===== config.mk =====
export PLATFORM = sky130hd
export DESIGN_NAME = pci_top
export DESIGN_NICKNAME = d
export VERILOG_FILES = /design/src/hdl/pci_sync.v /design/src/hdl/pci_top.v
export VERILOG_INCLUDE_DIRS = /design/src /design/src/include
export SDC_FILE = /design/constraint.sdc
export NUM_CORES = 1
export LEC_CHECK = 0
export BUFFER_PORTS_ARGS = -buffer_cell sky130_fd_sc_hd__buf_4
export CAP_MARGIN = 20
export CORE_UTILIZATION = 40
export DETAILED_ROUTE_END_ITERATION = 7
export PLACE_DENSITY_LB_ADDON = 0.12
export SLEW_MARGIN = 0
export SYNTH_ARGS = -nofsm -noshare
export SYNTH_HDL_FRONTEND = slang
export SYNTH_SLANG_ARGS = --single-unit

===== constraint.sdc =====
create_clock -name clk -period 4 [get_ports clk]
set_clock_uncertainty 0.2 [all_clocks]
set_input_delay 0.8 -clock clk [delete_from_list [all_inputs] [get_ports clk]]
set_output_delay 0.8 -clock clk [all_outputs]
set_load 0.02 [all_outputs]

===== src/include/pci_regs.vh =====
// register map, field positions and reset values of the pin change interrupt unit
`ifndef PCI_REGS_VH
`define PCI_REGS_VH
// Summary of operation
// - type bit: 0 level, 1 edge; grouped 67,45
// - port select bits 1:0 pick port 0..3
// - negative enable: low level or falling edge
// - positive enable: high level or rising edge
// - edge mode: hardware sets flag on enabled edge
// - level mode: flag shows inverted pin level
// - level flag read-only; edge flag read/write
// - priority low bit 1 plus high bit
// - priority low byte holds seven other sources
// - all registers clear to zero at reset

// register indices; byte address is four times the index
`define PCI_IDX_CONTROL 8'hE9
`define PCI_IDX_NEG_EN 8'hEA
`define PCI_IDX_POS_EN 8'hEB
`define PCI_IDX_FLAGS 8'hEC
`define PCI_IDX_PRIO_LOW 8'hEF
`define PCI_IDX_PRIO_HIGH 8'h80
`define PCI_IDX_IRQ_STATUS 8'h81
`define PCI_IDX_IRQ_CLEAR 8'h82
`define PCI_IDX_IRQ_ENABLE 8'h83

// byte addresses on the 12-bit apb address
`define PCI_ADDR_CONTROL {2'h0, `PCI_IDX_CONTROL, 2'h0}
`define PCI_ADDR_NEG_EN {2'h0, `PCI_IDX_NEG_EN, 2'h0}
`define PCI_ADDR_POS_EN {2'h0, `PCI_IDX_POS_EN, 2'h0}
`define PCI_ADDR_FLAGS {2'h0, `PCI_IDX_FLAGS, 2'h0}
`define PCI_ADDR_PRIO_LOW {2'h0, `PCI_IDX_PRIO_LOW, 2'h0}
`define PCI_ADDR_PRIO_HIGH {2'h0, `PCI_IDX_PRIO_HIGH, 2'h0}
`define PCI_ADDR_IRQ_STATUS {2'h0, `PCI_IDX_IRQ_STATUS, 2'h0}
`define PCI_ADDR_IRQ_CLEAR {2'h0, `PCI_IDX_IRQ_CLEAR, 2'h0}
`define PCI_ADDR_IRQ_ENABLE {2'h0, `PCI_IDX_IRQ_ENABLE, 2'h0}

// control register fields
`define PCI_PORT_SEL_MSB 1
`define PCI_PORT_SEL_LSB 0
`define PCI_TYPE_CH0_BIT 2
`define PCI_TYPE_CH1_BIT 3
`define PCI_TYPE_CH2_BIT 4
`define PCI_TYPE_CH3_BIT 5
`define PCI_TYPE_CH45_BIT 6
`define PCI_TYPE_CH67_BIT 7

// port select codes
`define PCI_PORT0 2'h0
`define PCI_PORT1 2'h1
`define PCI_PORT2 2'h2
`define PCI_PORT3 2'h3

// priority low byte fields
`define PCI_PRIO_TIMER2_BIT 7
`define PCI_PRIO_SPI_BIT 6
`define PCI_PRIO_BRAKE_BIT 5
`define PCI_PRIO_WDOG_BIT 4
`define PCI_PRIO_PWM_BIT 3
`define PCI_PRIO_CAPTURE_BIT 2
`define PCI_PRIO_PIN_BIT 1
`define PCI_PRIO_I2C_BIT 0

// reset values
`define PCI_RST_BYTE 8'h00
`define PCI_RST_WORD 32'h00000000

`endif


===== src/hdl/pci_sync.v =====
// two-flop synchroniser bank for the 32 port pins
module pci_sync (
    input wire clk,
    input wire reset,
    input wire [31:0] asyncIn,
    output wire [31:0] syncOut
);

    // first stage, read only by the second stage
    reg [31:0] meta_ff;
    // second stage, safe to use in logic
    reg [31:0] stable_ff;

    genvar i;
    generate
        for (i = 0; i < 32; i = i + 1) begin : gBit
            // one synchroniser per pin
            always @(posedge clk) begin
                if (reset) begin
                    meta_ff[i] <= 1'h0;
                    stable_ff[i] <= 1'h0;
                end else begin
                    meta_ff[i] <= asyncIn[i];
                    stable_ff[i] <= meta_ff[i];
                end
            end
        end
    endgenerate

    assign syncOut = stable_ff;

endmodule


===== src/hdl/pci_top.v =====
// pin change interrupt unit with apb register access
`include "pci_regs.vh"

module pci_top (
    input wire clk,
    input wire reset,
    // apb slave
    input wire psel,
    input wire penable,
    input wire pwrite,
    input wire [11:0] paddr,
    input wire [31:0] pwdata,
    output reg [31:0] prdata,
    output reg pready,
    output reg pslverr,
    // the four candidate ports, asynchronous
    input wire [7:0] port0Pins,
    input wire [7:0] port1Pins,
    input wire [7:0] port2Pins,
    input wire [7:0] port3Pins,
    // pin source request and its priority level
    output reg pinIrqReq,
    output reg [1:0] pinIrqPriority,
    // priority low bits of the other sources
    output reg [7:0] priorityLowOut,
    // summary interrupt from sticky status
    output reg irq
);

    // control: type bits and port select
    reg [7:0] pinIrqControl_ff;
    // falling edge / low level enables
    reg [7:0] negEnable_ff;
    // rising edge / high level enables
    reg [7:0] posEnable_ff;
    // channel flags
    reg [7:0] channelFlag_ff;
    // priority low and high bytes
    reg [7:0] prioLow_ff;
    reg [7:0] prioHigh_ff;
    // sticky event status and its enables
    reg [7:0] irqStatus_ff;
    reg [7:0] irqEnable_ff;
    // previous sample of the selected port
    reg [7:0] prevPins_ff;
    // port select seen in the previous cycle
    reg [1:0] lastSel_ff;
    // per channel request of the previous cycle
    reg [7:0] chanReq_ff;
    // apb answer registers and registered outputs
    reg [31:0] prdata_ff;
    reg pready_ff;
    reg pslverr_ff;
    reg pinIrqReq_ff;
    reg [1:0] pinIrqPriority_ff;
    reg irq_ff;

    // synchronised pins, all four ports
    wire [31:0] syncPins;
    // selected port after synchronisation
    reg [7:0] selPins;
    // per channel edge mode
    wire [7:0] edgeMode;
    // per channel next flag, request and events
    wire [7:0] nxt_channelFlag;
    wire [7:0] nxt_chanReq;
    wire [7:0] nxt_irqStatus;
    // edge detection allowed this cycle
    wire edgeValid;
    // apb decode
    wire accessPhase;
    wire wrStrobe;
    reg addrHit;
    reg [7:0] readByte;

    // every pin passes two flops before use
    pci_sync uSync (
        .clk(clk),
        .reset(reset),
        .asyncIn({port3Pins, port2Pins, port1Pins, port0Pins}),
        .syncOut(syncPins)
    );

    // port multiplexer driven by the select field
    always @* begin
        case (pinIrqControl_ff[`PCI_PORT_SEL_MSB:`PCI_PORT_SEL_LSB])
            `PCI_PORT0: selPins = syncPins[7:0];
            `PCI_PORT1: selPins = syncPins[15:8];
            `PCI_PORT2: selPins = syncPins[23:16];
            default: selPins = syncPins[31:24];
        endcase
    end

    // type bits spread out to the eight channels; channels 4,5 and 6,7 share one bit per pair
    assign edgeMode = {
        pinIrqControl_ff[`PCI_TYPE_CH67_BIT], pinIrqControl_ff[`PCI_TYPE_CH67_BIT],
        pinIrqControl_ff[`PCI_TYPE_CH45_BIT], pinIrqControl_ff[`PCI_TYPE_CH45_BIT],
        pinIrqControl_ff[`PCI_TYPE_CH3_BIT], pinIrqControl_ff[`PCI_TYPE_CH2_BIT],
        pinIrqControl_ff[`PCI_TYPE_CH1_BIT], pinIrqControl_ff[`PCI_TYPE_CH0_BIT]
    };

    // after a port switch the old sample belongs to another port,
    // so one cycle of edges is ignored to avoid false triggers
    assign edgeValid = (lastSel_ff == pinIrqControl_ff[`PCI_PORT_SEL_MSB:`PCI_PORT_SEL_LSB]);

    // write takes effect at the edge where pready is sampled high
    assign accessPhase = psel & penable;
    assign wrStrobe = accessPhase & pready_ff & pwrite & addrHit;

    // per channel detection, flag and event logic
    genvar ch;
    generate
        for (ch = 0; ch < 8; ch = ch + 1) begin : gChan
            // edge seen between two consecutive samples
            wire rise = edgeValid & selPins[ch] & ~prevPins_ff[ch];
            wire fall = edgeValid & ~selPins[ch] & prevPins_ff[ch];
            // enabled edge of either polarity
            wire edgeHit = (posEnable_ff[ch] & rise) | (negEnable_ff[ch] & fall);
            // enabled level condition
            wire levelHit = (posEnable_ff[ch] & selPins[ch]) | (negEnable_ff[ch] & ~selPins[ch]);
            // software write to the flag, edge mode only
            wire flagWr = wrStrobe & (paddr == `PCI_ADDR_FLAGS) & edgeMode[ch];
            // software value for this flag, or the held one
            wire swFlag = flagWr ? pwdata[ch] : channelFlag_ff[ch];
            // level: inverse of pin; edge: hardware set beats software
            assign nxt_channelFlag[ch] = edgeMode[ch] ? (swFlag | edgeHit) : ~selPins[ch];
            // request: edge flag, or enabled level condition
            assign nxt_chanReq[ch] = edgeMode[ch] ? nxt_channelFlag[ch] : levelHit;
            // a new request sets status; set wins over clear
            assign nxt_irqStatus[ch] = (nxt_chanReq[ch] & ~chanReq_ff[ch]) |
                (irqStatus_ff[ch] & ~(wrStrobe & (paddr == `PCI_ADDR_IRQ_CLEAR) & pwdata[ch]));
        end
    endgenerate

    // address decode, aligned words only
    always @* begin
        addrHit = 1'b1;
        readByte = `PCI_RST_BYTE;
        if (paddr == `PCI_ADDR_CONTROL) begin
            readByte = pinIrqControl_ff;
        end else if (paddr == `PCI_ADDR_NEG_EN) begin
            readByte = negEnable_ff;
        end else if (paddr == `PCI_ADDR_POS_EN) begin
            readByte = posEnable_ff;
        end else if (paddr == `PCI_ADDR_FLAGS) begin
            readByte = channelFlag_ff;
        end else if (paddr == `PCI_ADDR_PRIO_LOW) begin
            readByte = prioLow_ff;
        end else if (paddr == `PCI_ADDR_PRIO_HIGH) begin
            readByte = prioHigh_ff;
        end else if (paddr == `PCI_ADDR_IRQ_STATUS) begin
            readByte = irqStatus_ff;
        end else if (paddr == `PCI_ADDR_IRQ_CLEAR) begin
            // write-only, reads zero
            readByte = `PCI_RST_BYTE;
        end else if (paddr == `PCI_ADDR_IRQ_ENABLE) begin
            readByte = irqEnable_ff;
        end else begin
            // unmapped: error answer, zero data
            addrHit = 1'b0;
        end
    end

    // apb handshake: one wait state, answer in second access cycle
    always @(posedge clk) begin
        if (reset) begin
            pready_ff <= 1'b0;
            pslverr_ff <= 1'b0;
            prdata_ff <= `PCI_RST_WORD;
        end else begin
            pready_ff <= accessPhase & ~pready_ff;
            if (accessPhase & ~pready_ff) begin
                // data captured one cycle before pready is seen
                pslverr_ff <= ~addrHit;
                prdata_ff <= {24'h000000, readByte};
            end else begin
                pslverr_ff <= 1'b0;
                prdata_ff <= `PCI_RST_WORD;
            end
        end
    end

    // software written configuration registers
    always @(posedge clk) begin
        if (reset) begin
            pinIrqControl_ff <= `PCI_RST_BYTE;
            negEnable_ff <= `PCI_RST_BYTE;
            posEnable_ff <= `PCI_RST_BYTE;
            prioLow_ff <= `PCI_RST_BYTE;
            prioHigh_ff <= `PCI_RST_BYTE;
            irqEnable_ff <= `PCI_RST_BYTE;
        end else if (wrStrobe) begin
            // only the low byte lane carries data
            if (paddr == `PCI_ADDR_CONTROL) begin
                pinIrqControl_ff <= pwdata[7:0];
            end else if (paddr == `PCI_ADDR_NEG_EN) begin
                negEnable_ff <= pwdata[7:0];
            end else if (paddr == `PCI_ADDR_POS_EN) begin
                posEnable_ff <= pwdata[7:0];
            end else if (paddr == `PCI_ADDR_PRIO_LOW) begin
                prioLow_ff <= pwdata[7:0];
            end else if (paddr == `PCI_ADDR_PRIO_HIGH) begin
                prioHigh_ff <= pwdata[7:0];
            end else if (paddr == `PCI_ADDR_IRQ_ENABLE) begin
                irqEnable_ff <= pwdata[7:0];
            end
        end
    end

    // flags, samples, status and request state
    always @(posedge clk) begin
        if (reset) begin
            channelFlag_ff <= `PCI_RST_BYTE;
            prevPins_ff <= `PCI_RST_BYTE;
            lastSel_ff <= `PCI_PORT0;
            chanReq_ff <= `PCI_RST_BYTE;
            irqStatus_ff <= `PCI_RST_BYTE;
        end else begin
            channelFlag_ff <= nxt_channelFlag;
            prevPins_ff <= selPins;
            lastSel_ff <= pinIrqControl_ff[`PCI_PORT_SEL_MSB:`PCI_PORT_SEL_LSB];
            chanReq_ff <= nxt_chanReq;
            irqStatus_ff <= nxt_irqStatus;
        end
    end

    // registered outputs toward the core
    always @(posedge clk) begin
        if (reset) begin
            pinIrqReq_ff <= 1'b0;
            pinIrqPriority_ff <= 2'h0;
            irq_ff <= 1'b0;
        end else begin
            // request stays while any channel requests
            pinIrqReq_ff <= |nxt_chanReq;
            // high bit from the high byte, low bit from the low byte
            pinIrqPriority_ff <= {prioHigh_ff[`PCI_PRIO_PIN_BIT], prioLow_ff[`PCI_PRIO_PIN_BIT]};
            // level interrupt while an enabled status bit is set
            irq_ff <= |(nxt_irqStatus & irqEnable_ff);
        end
    end

    // every output straight from a flop
    always @* begin
        prdata = prdata_ff;
        pready = pready_ff;
        pslverr = pslverr_ff;
        pinIrqReq = pinIrqReq_ff;
        pinIrqPriority = pinIrqPriority_ff;
        priorityLowOut = prioLow_ff;
        irq = irq_ff;
    end

endmodule


==> Word-level counts from Yosys, hierarchy flattened <==
Index checks and enable logic that the tools add are counted.
{ "classes": {"addsub": 0, "multipliers": 0, "div_mod_pow": 0, "order_cmp": 0, "n_eq_ne": 12, "shifts": 0, "muxes": 43, "n_bitwise": 174, "n_reduce_logical": 10} }
{ "op_table": {"columns": ["cell", "count"], "rows": [
  ["$eq A12 B10 Y1 const B", 9],
  ["$and A1 B1 Y1", 101],
  ["$mux W8", 9],
  ["$not A1 Y1", 40],
  ["$mux W1", 33],
  ["$or A1 B1 Y1", 32],
  ["$pmux W8 S3", 1],
  ["$reduce_or A8 Y1", 2],
  ["$and A8 B8 Y8", 1],
  ["$reduce_and A7 Y1", 1],
  ["$reduce_and A6 Y1", 1],
  ["$reduce_and A5 Y1", 1],
  ["$reduce_and A4 Y1", 1],
  ["$reduce_and A3 Y1", 1],
  ["$eq A2 B1 Y1 const B", 1],
  ["$eq A2 B2 Y1", 1],
  ["$eq A2 B2 Y1 const B", 1],
  ["$logic_not A2 Y1", 1],
  ["$reduce_and A2 Y1", 1],
  ["$reduce_or A2 Y1", 1]
]} }
{ "word_totals": {"ff_bits": 184, "latch_bits": 0, "ramBits": 0, "mem_bits_ro": 0, "input_bits": 81, "output_inout_bits": 46, "elab_cells": 321, "mem_count": 0} }

==> Logic depth before layout (Yosys ltp) <==
{ "logic_depth": {"ltp_word": 21, "mapped_depth": 8} }

==> Cells and area by module <==
From an unflattened synthesis, not the netlist that was laid out.
{ "unflattened": {"cells_unflattened": 668, "area_unflattened_um2": 6805.3} }
{ "modules_own_cells": {"columns": ["module", "n_inst", "cells_per_inst", "area_per_inst_um2", "seq_area_each_um2"], "rows": [
  ["pci_top", 1, 533, 4887.2, 1921.8],
  ["pci_sync", 1, 135, 1918.1, 1281.2]
]} }

==> Worst setup path after synthesis <==
No wires, ideal clock.
{ "synth_timing": {"path_kind": "in2reg", "from": "input port paddr[11]", "to": "register irq_ff (netlist: irq)", "setup_ns": 0.137, "arrival_ns": 3.006, "t_required_ns": 3.663, "slack_ns": 0.657, "cell_stages": 7, "n_path_buf": 1, "cell_sequence": "or4b_4 > buf_6 > nor4_4 > mux2i_1 > a311oi_2 > a2111oi_1 > a31oi_1"} }
{ "synth_via": {"elab_chain_len": 21, "word_cells_on_any_way": 101, "classes_between": "eq/ne: 9; mux: 33; bitwise: 58; reduce/logical: 1"} }
{ "synth_rtl": {"columns": ["item", "line", "rtl"], "rows": [
  ["start: declaration", "pci_top.v:11", "input wire [11:0] paddr,"],
  ["$eq A12 B10 Y1 (no source line)", null, null],
  ["$mux W1", "pci_top.v:156", "end else if (paddr == `PCI_ADDR_IRQ_ENABLE) begin"],
  ["$mux W1", "pci_top.v:153", "end else if (paddr == `PCI_ADDR_IRQ_CLEAR) begin"],
  ["$mux W1", "pci_top.v:151", "end else if (paddr == `PCI_ADDR_IRQ_STATUS) begin"],
  ["$mux W1", "pci_top.v:149", "end else if (paddr == `PCI_ADDR_PRIO_HIGH) begin"],
  ["$mux W1", "pci_top.v:147", "end else if (paddr == `PCI_ADDR_PRIO_LOW) begin"],
  ["$mux W1", "pci_top.v:145", "end else if (paddr == `PCI_ADDR_FLAGS) begin"],
  ["$mux W1", "pci_top.v:143", "end else if (paddr == `PCI_ADDR_POS_EN) begin"],
  ["[... 5 more ...]", null, null],
  ["$mux W1", "pci_top.v:124", "wire swFlag = flagWr ? pwdata[ch] : channelFlag_ff[ch];"],
  ["$or A1 B1 Y1", "pci_top.v:126", "assign nxt_channelFlag[ch] = edgeMode[ch] ? (swFlag | edgeHit) : ~selPins[ch];"],
  ["$mux W1", "pci_top.v:126", null],
  ["$mux W1", "pci_top.v:128", "assign nxt_chanReq[ch] = edgeMode[ch] ? nxt_channelFlag[ch] : levelHit;"],
  ["$and A1 B1 Y1", "pci_top.v:130", "assign nxt_irqStatus[ch] = (nxt_chanReq[ch] & ~chanReq_ff[ch]) |"],
  ["$or A1 B1 Y1", "pci_top.v:130", null],
  ["$and A8 B8 Y8 (*)", "pci_top.v:239", "irq_ff <= |(nxt_irqStatus & irqEnable_ff);"],
  ["$reduce_or A8 Y1 (*)", "pci_top.v:239", null],
  ["end signal: assignment", "pci_top.v:239", null],
  ["end: declaration", "pci_top.v:56", "reg irq_ff;"]
]} }
Mark *: on every way between the ends. The rest lies on a longest branch, timed or not.
A chain may end at the register's enable or synchronous reset.

==> Worst setup path in the final report <==
Same ends and word-level chain as after synthesis.

==> results.sh <==
export IMPL_wl_per_cell_um=14.7
export IMPL_clk_pin_slew_worst_paths_ns=0.06
export IMPL_rsz0062_at_grt="no"
export IMPL_worstMarginPinSlew_ns=0.780
export IMPL_cts_setup_buffers=0
export IMPL_antenna_found_initial=0
export IMPL_ys_seq_elements=160
export IMPL_synthTopCellsByArea="dfxtp_1, nor2b_1, mux2i_1"
export IMPL_hold_buffers=0
export IMPL_ant_nets=0
export IMPL_cp_start_kind="input pin"
export IMPL_power_frac_clock=0.464
export IMPL_gr_total_overflow=0
export IMPL_finalCritPeriodShare=0.814
export IMPL_die_area_sq_um=17100
export IMPL_rr_startpoint="pinIrqControl_ff[0]$_SDFFE_PP0P_"
export IMPL_grt_pass1_wl_um=23000
export IMPL_leakage_uw=0.00329
export IMPL_dr_pass1_iters=4
export IMPL_grt_max_degree=61
export IMPL_dr_total_vias=4955
export IMPL_drt_initial_drc_count=348
export IMPL_critPathArrivalTime_ns=3.33
export IMPL_core_sq_um=16100
export IMPL_drive_above_1_share=0.181
export IMPL_yosysWarnings=0
export IMPL_postRouteWirelength_um=14600
export IMPL_worst_setup_path_type="in -> reg"
export IMPL_via_per_inst=4.99
export IMPL_rows=46
export IMPL_max_slew_margin=0.480
export IMPL_synth_cells=692
export IMPL_synthArstFlopShare=0
export IMPL_power_density_nw_per_um2=427
export IMPL_cts_root_buffer="clkbuf_16"
export IMPL_n_fill_cell=1518
export IMPL_fin_crit_ns=3.26
export IMPL_die_w_um=131
export IMPL_p_int_uw=2630
export IMPL_synth_top_area_share=0.483
export IMPL_worstRegToRegCells=7
export IMPL_synth_seq_area_share=0.483
export IMPL_grt_pass1_vias=4542
export IMPL_gp_congestion=0.833
export IMPL_hpwl_um=10600
export IMPL_htree_levels=4
export IMPL_max_cap_violations=0
export IMPL_cts_sinks=160
export IMPL_final_setup_viol_count=0
export IMPL_area_delta_synth_final_pct=19.1
export IMPL_synth_cell_types=55
export IMPL_hp_class="reg -> reg"
export IMPL_power_frac_seq=0.486
export IMPL_syn_cell_area_sq_um=6630
export IMPL_cts_buffers=17
export IMPL_drc_errors=0
export IMPL_die_h_um=131
export IMPL_port_buffers=78
export IMPL_max_freq_mhz=307
export IMPL_ys_flop_type="dfxtp_1"
export IMPL_nets=845
export IMPL_antenna_diode_count=0
export IMPL_fin_util=0.492
export IMPL_postSynthAreaPerCell_sq_um=9.58
export IMPL_peakVddDrop_mv=0.314
export IMPL_setup_tns_ns=0
export IMPL_grt_usage=0.177
export IMPL_status="complete, no violations"
export IMPL_io_pin_count=127
export IMPL_ctsResizeCount=0
export IMPL_crit_path_end="irq$_SDFF_PP0_"
export IMPL_comb_power_share=0.050
export IMPL_swShare=0.221
export IMPL_path_max_fanout=8
export IMPL_drv_slew=0
export IMPL_power_switching_uw=747
export IMPL_hold_violations=0
export IMPL_cts_buffer_depth=2
export IMPL_rrSetupSlack_ns=0.91
export IMPL_critPathLaunch="paddr[11]"
export IMPL_yosys_area_top_type="dfxtp_1"
export IMPL_start_util=0.413
export IMPL_cp_end_kind="register"
export IMPL_crit_required_ns=4.07
export IMPL_cts_tree="yes"
export IMPL_synth_edff_count=0
export IMPL_worstReg2RegEnd="irq$_SDFF_PP0_"
export IMPL_clk_latency_ns=0.42
## stage by stage
step	cells	cell area [sq um]	hold WS, ns	worst slack (ns)	total power [uW]
finish	993	7900	0.234	0.743	3380
global placement	961	7320	0.217	0.410	1840
floorplan	715	6720	0.214	0.657	1790
detailed placement	961	7320	0.222	0.355	1850
global route	993	7900	0.247	0.672	3500
CTS	993	7900	0.237	0.803	3420
## metal layers
| metal | wire [um] | GRT usage | vias to the layer above |
|---|---|---|---|
| li1 | - | - | 2507 |
| met1 | 6770 | 0.229 | 2325 |
| met2 | 7020 | 0.289 | 111 |
| met3 | 640 | 0.0432 | 12 |
| met4 | 164 | 0.0609 | 0 |
| met5 | 0 | 0 | - |
## critical path: stages
cell and delay, ns:
buf_4 0.11, or4b_4 0.62, nor4_4 0.29, buf_4 0.25
mux2i_1 0.34, a311oi_2 0.16, a2111oi_1 0.59, a31oi_1 0.15
## flip-flops by register name, indices dropped and copies added, names as in the netlist, 2 cells and up
name	count
prioHigh_ff	8
channelFlag_ff	8
priorityLowOut	8
negEnable_ff	8
uSync.meta_ff	32
irqEnable_ff	8
prevPins_ff	8
irqStatus_ff	8
pinIrqControl_ff	8
lastSel_ff	2
prdata	8
uSync.syncOut	32
pinIrqPriority	2
chanReq_ff	8
posEnable_ff	8
## cell usage after synthesis, types with 4 or more instances
cell type,number
buf_1,4
o21ai_0,16
inv_1,10
a31oi_1,16
dfxtp_1,160
o31ai_1,6
a211oi_1,6
nand2_1,46
o22ai_1,8
and3b_1,8
nor2_1,78
a21oi_1,36
a22oi_1,5
nor2b_1,98
nor3_1,5
nand2b_1,8
nand4_1,4
mux4_2,8
a311oi_1,14
buf_4,24
or4_1,4
nand3_1,4
mux2_2,4
clkbuf_1,25
and2_1,7
mux2i_1,50
## cell families after synthesis
family,synth area share
multiplexers,0.109
other,0.000566
AO/OA/AOI/OAI,0.121
buffers and inverters,0.0532
XOR/XNOR,0.00264
flip-flops,0.483
AND/OR/NAND/NOR,0.230
## layout make-up
type / instances / area [sq um] / area share
clock buffers: 21 / 440 / 0.0558
clock inverters: 11 / 131 / 0.0166
inverters: 10 / 37.5 / 0.00475
multi-input cells: 488 / 3160 / 0.400
flip-flops and latches: 160 / 3200 / 0.406
well taps: 216 / 270 / 0.0342
repair buffers: 87 / 653 / 0.0827
## cells in the final DEF, fill, tap and decap left out, types with 3 or more instances in the layout
master	n
nor2_1	78
and3b_1	8
and2_1	7
nand2_1	46
inv_6	3
mux4_2	8
nand3_1	4
nor4_1	3
a22oi_1	5
a211oi_1	6
o22ai_1	8
dfxtp_1	160
a311oi_1	14
inv_1	10
nor2b_1	98
clkbuf_1	4
conb_1	24
nand4_1	4
o31ai_1	6
a21oi_1	36
clkbuf_16	17
mux2_2	4
mux2i_1	50
a31oi_1	16
o21ai_0	16
or4_1	4
buf_4	87
nand2b_1	8
clkinvlp_4	3
nor3_1	5
## how the worst min path moves through the flow
stage                                       startpoint                           end  slack [ns]  cells after the start
after floorplan            uSync.meta_ff[0]$_SDFF_PP0_   uSync.syncOut[0]$_SDFF_PP0_        0.21                      1
after global placement    uSync.meta_ff[28]$_SDFF_PP0_  uSync.syncOut[28]$_SDFF_PP0_        0.22                      1
after detailed placement  uSync.meta_ff[23]$_SDFF_PP0_  uSync.syncOut[23]$_SDFF_PP0_        0.22                      1
after CTS                 uSync.meta_ff[23]$_SDFF_PP0_  uSync.syncOut[23]$_SDFF_PP0_        0.24                      1
after global routing       uSync.meta_ff[4]$_SDFF_PP0_   uSync.syncOut[4]$_SDFF_PP0_        0.25                      1
final                     uSync.meta_ff[24]$_SDFF_PP0_  uSync.syncOut[24]$_SDFF_PP0_        0.23                      1
## power groups by stage
stage	clock (uW)	sequential [uW]	combinational (uW)
2_1_floorplan	0	1670	116
3_3_place_gp	0	1680	165
3_5_place_dp	0	1680	169
4_1_cts	1610	1640	169
5_1_grt	1670	1640	185
6_report	1570	1640	169
Note: power is estimated with default switching activity, not from simulation.
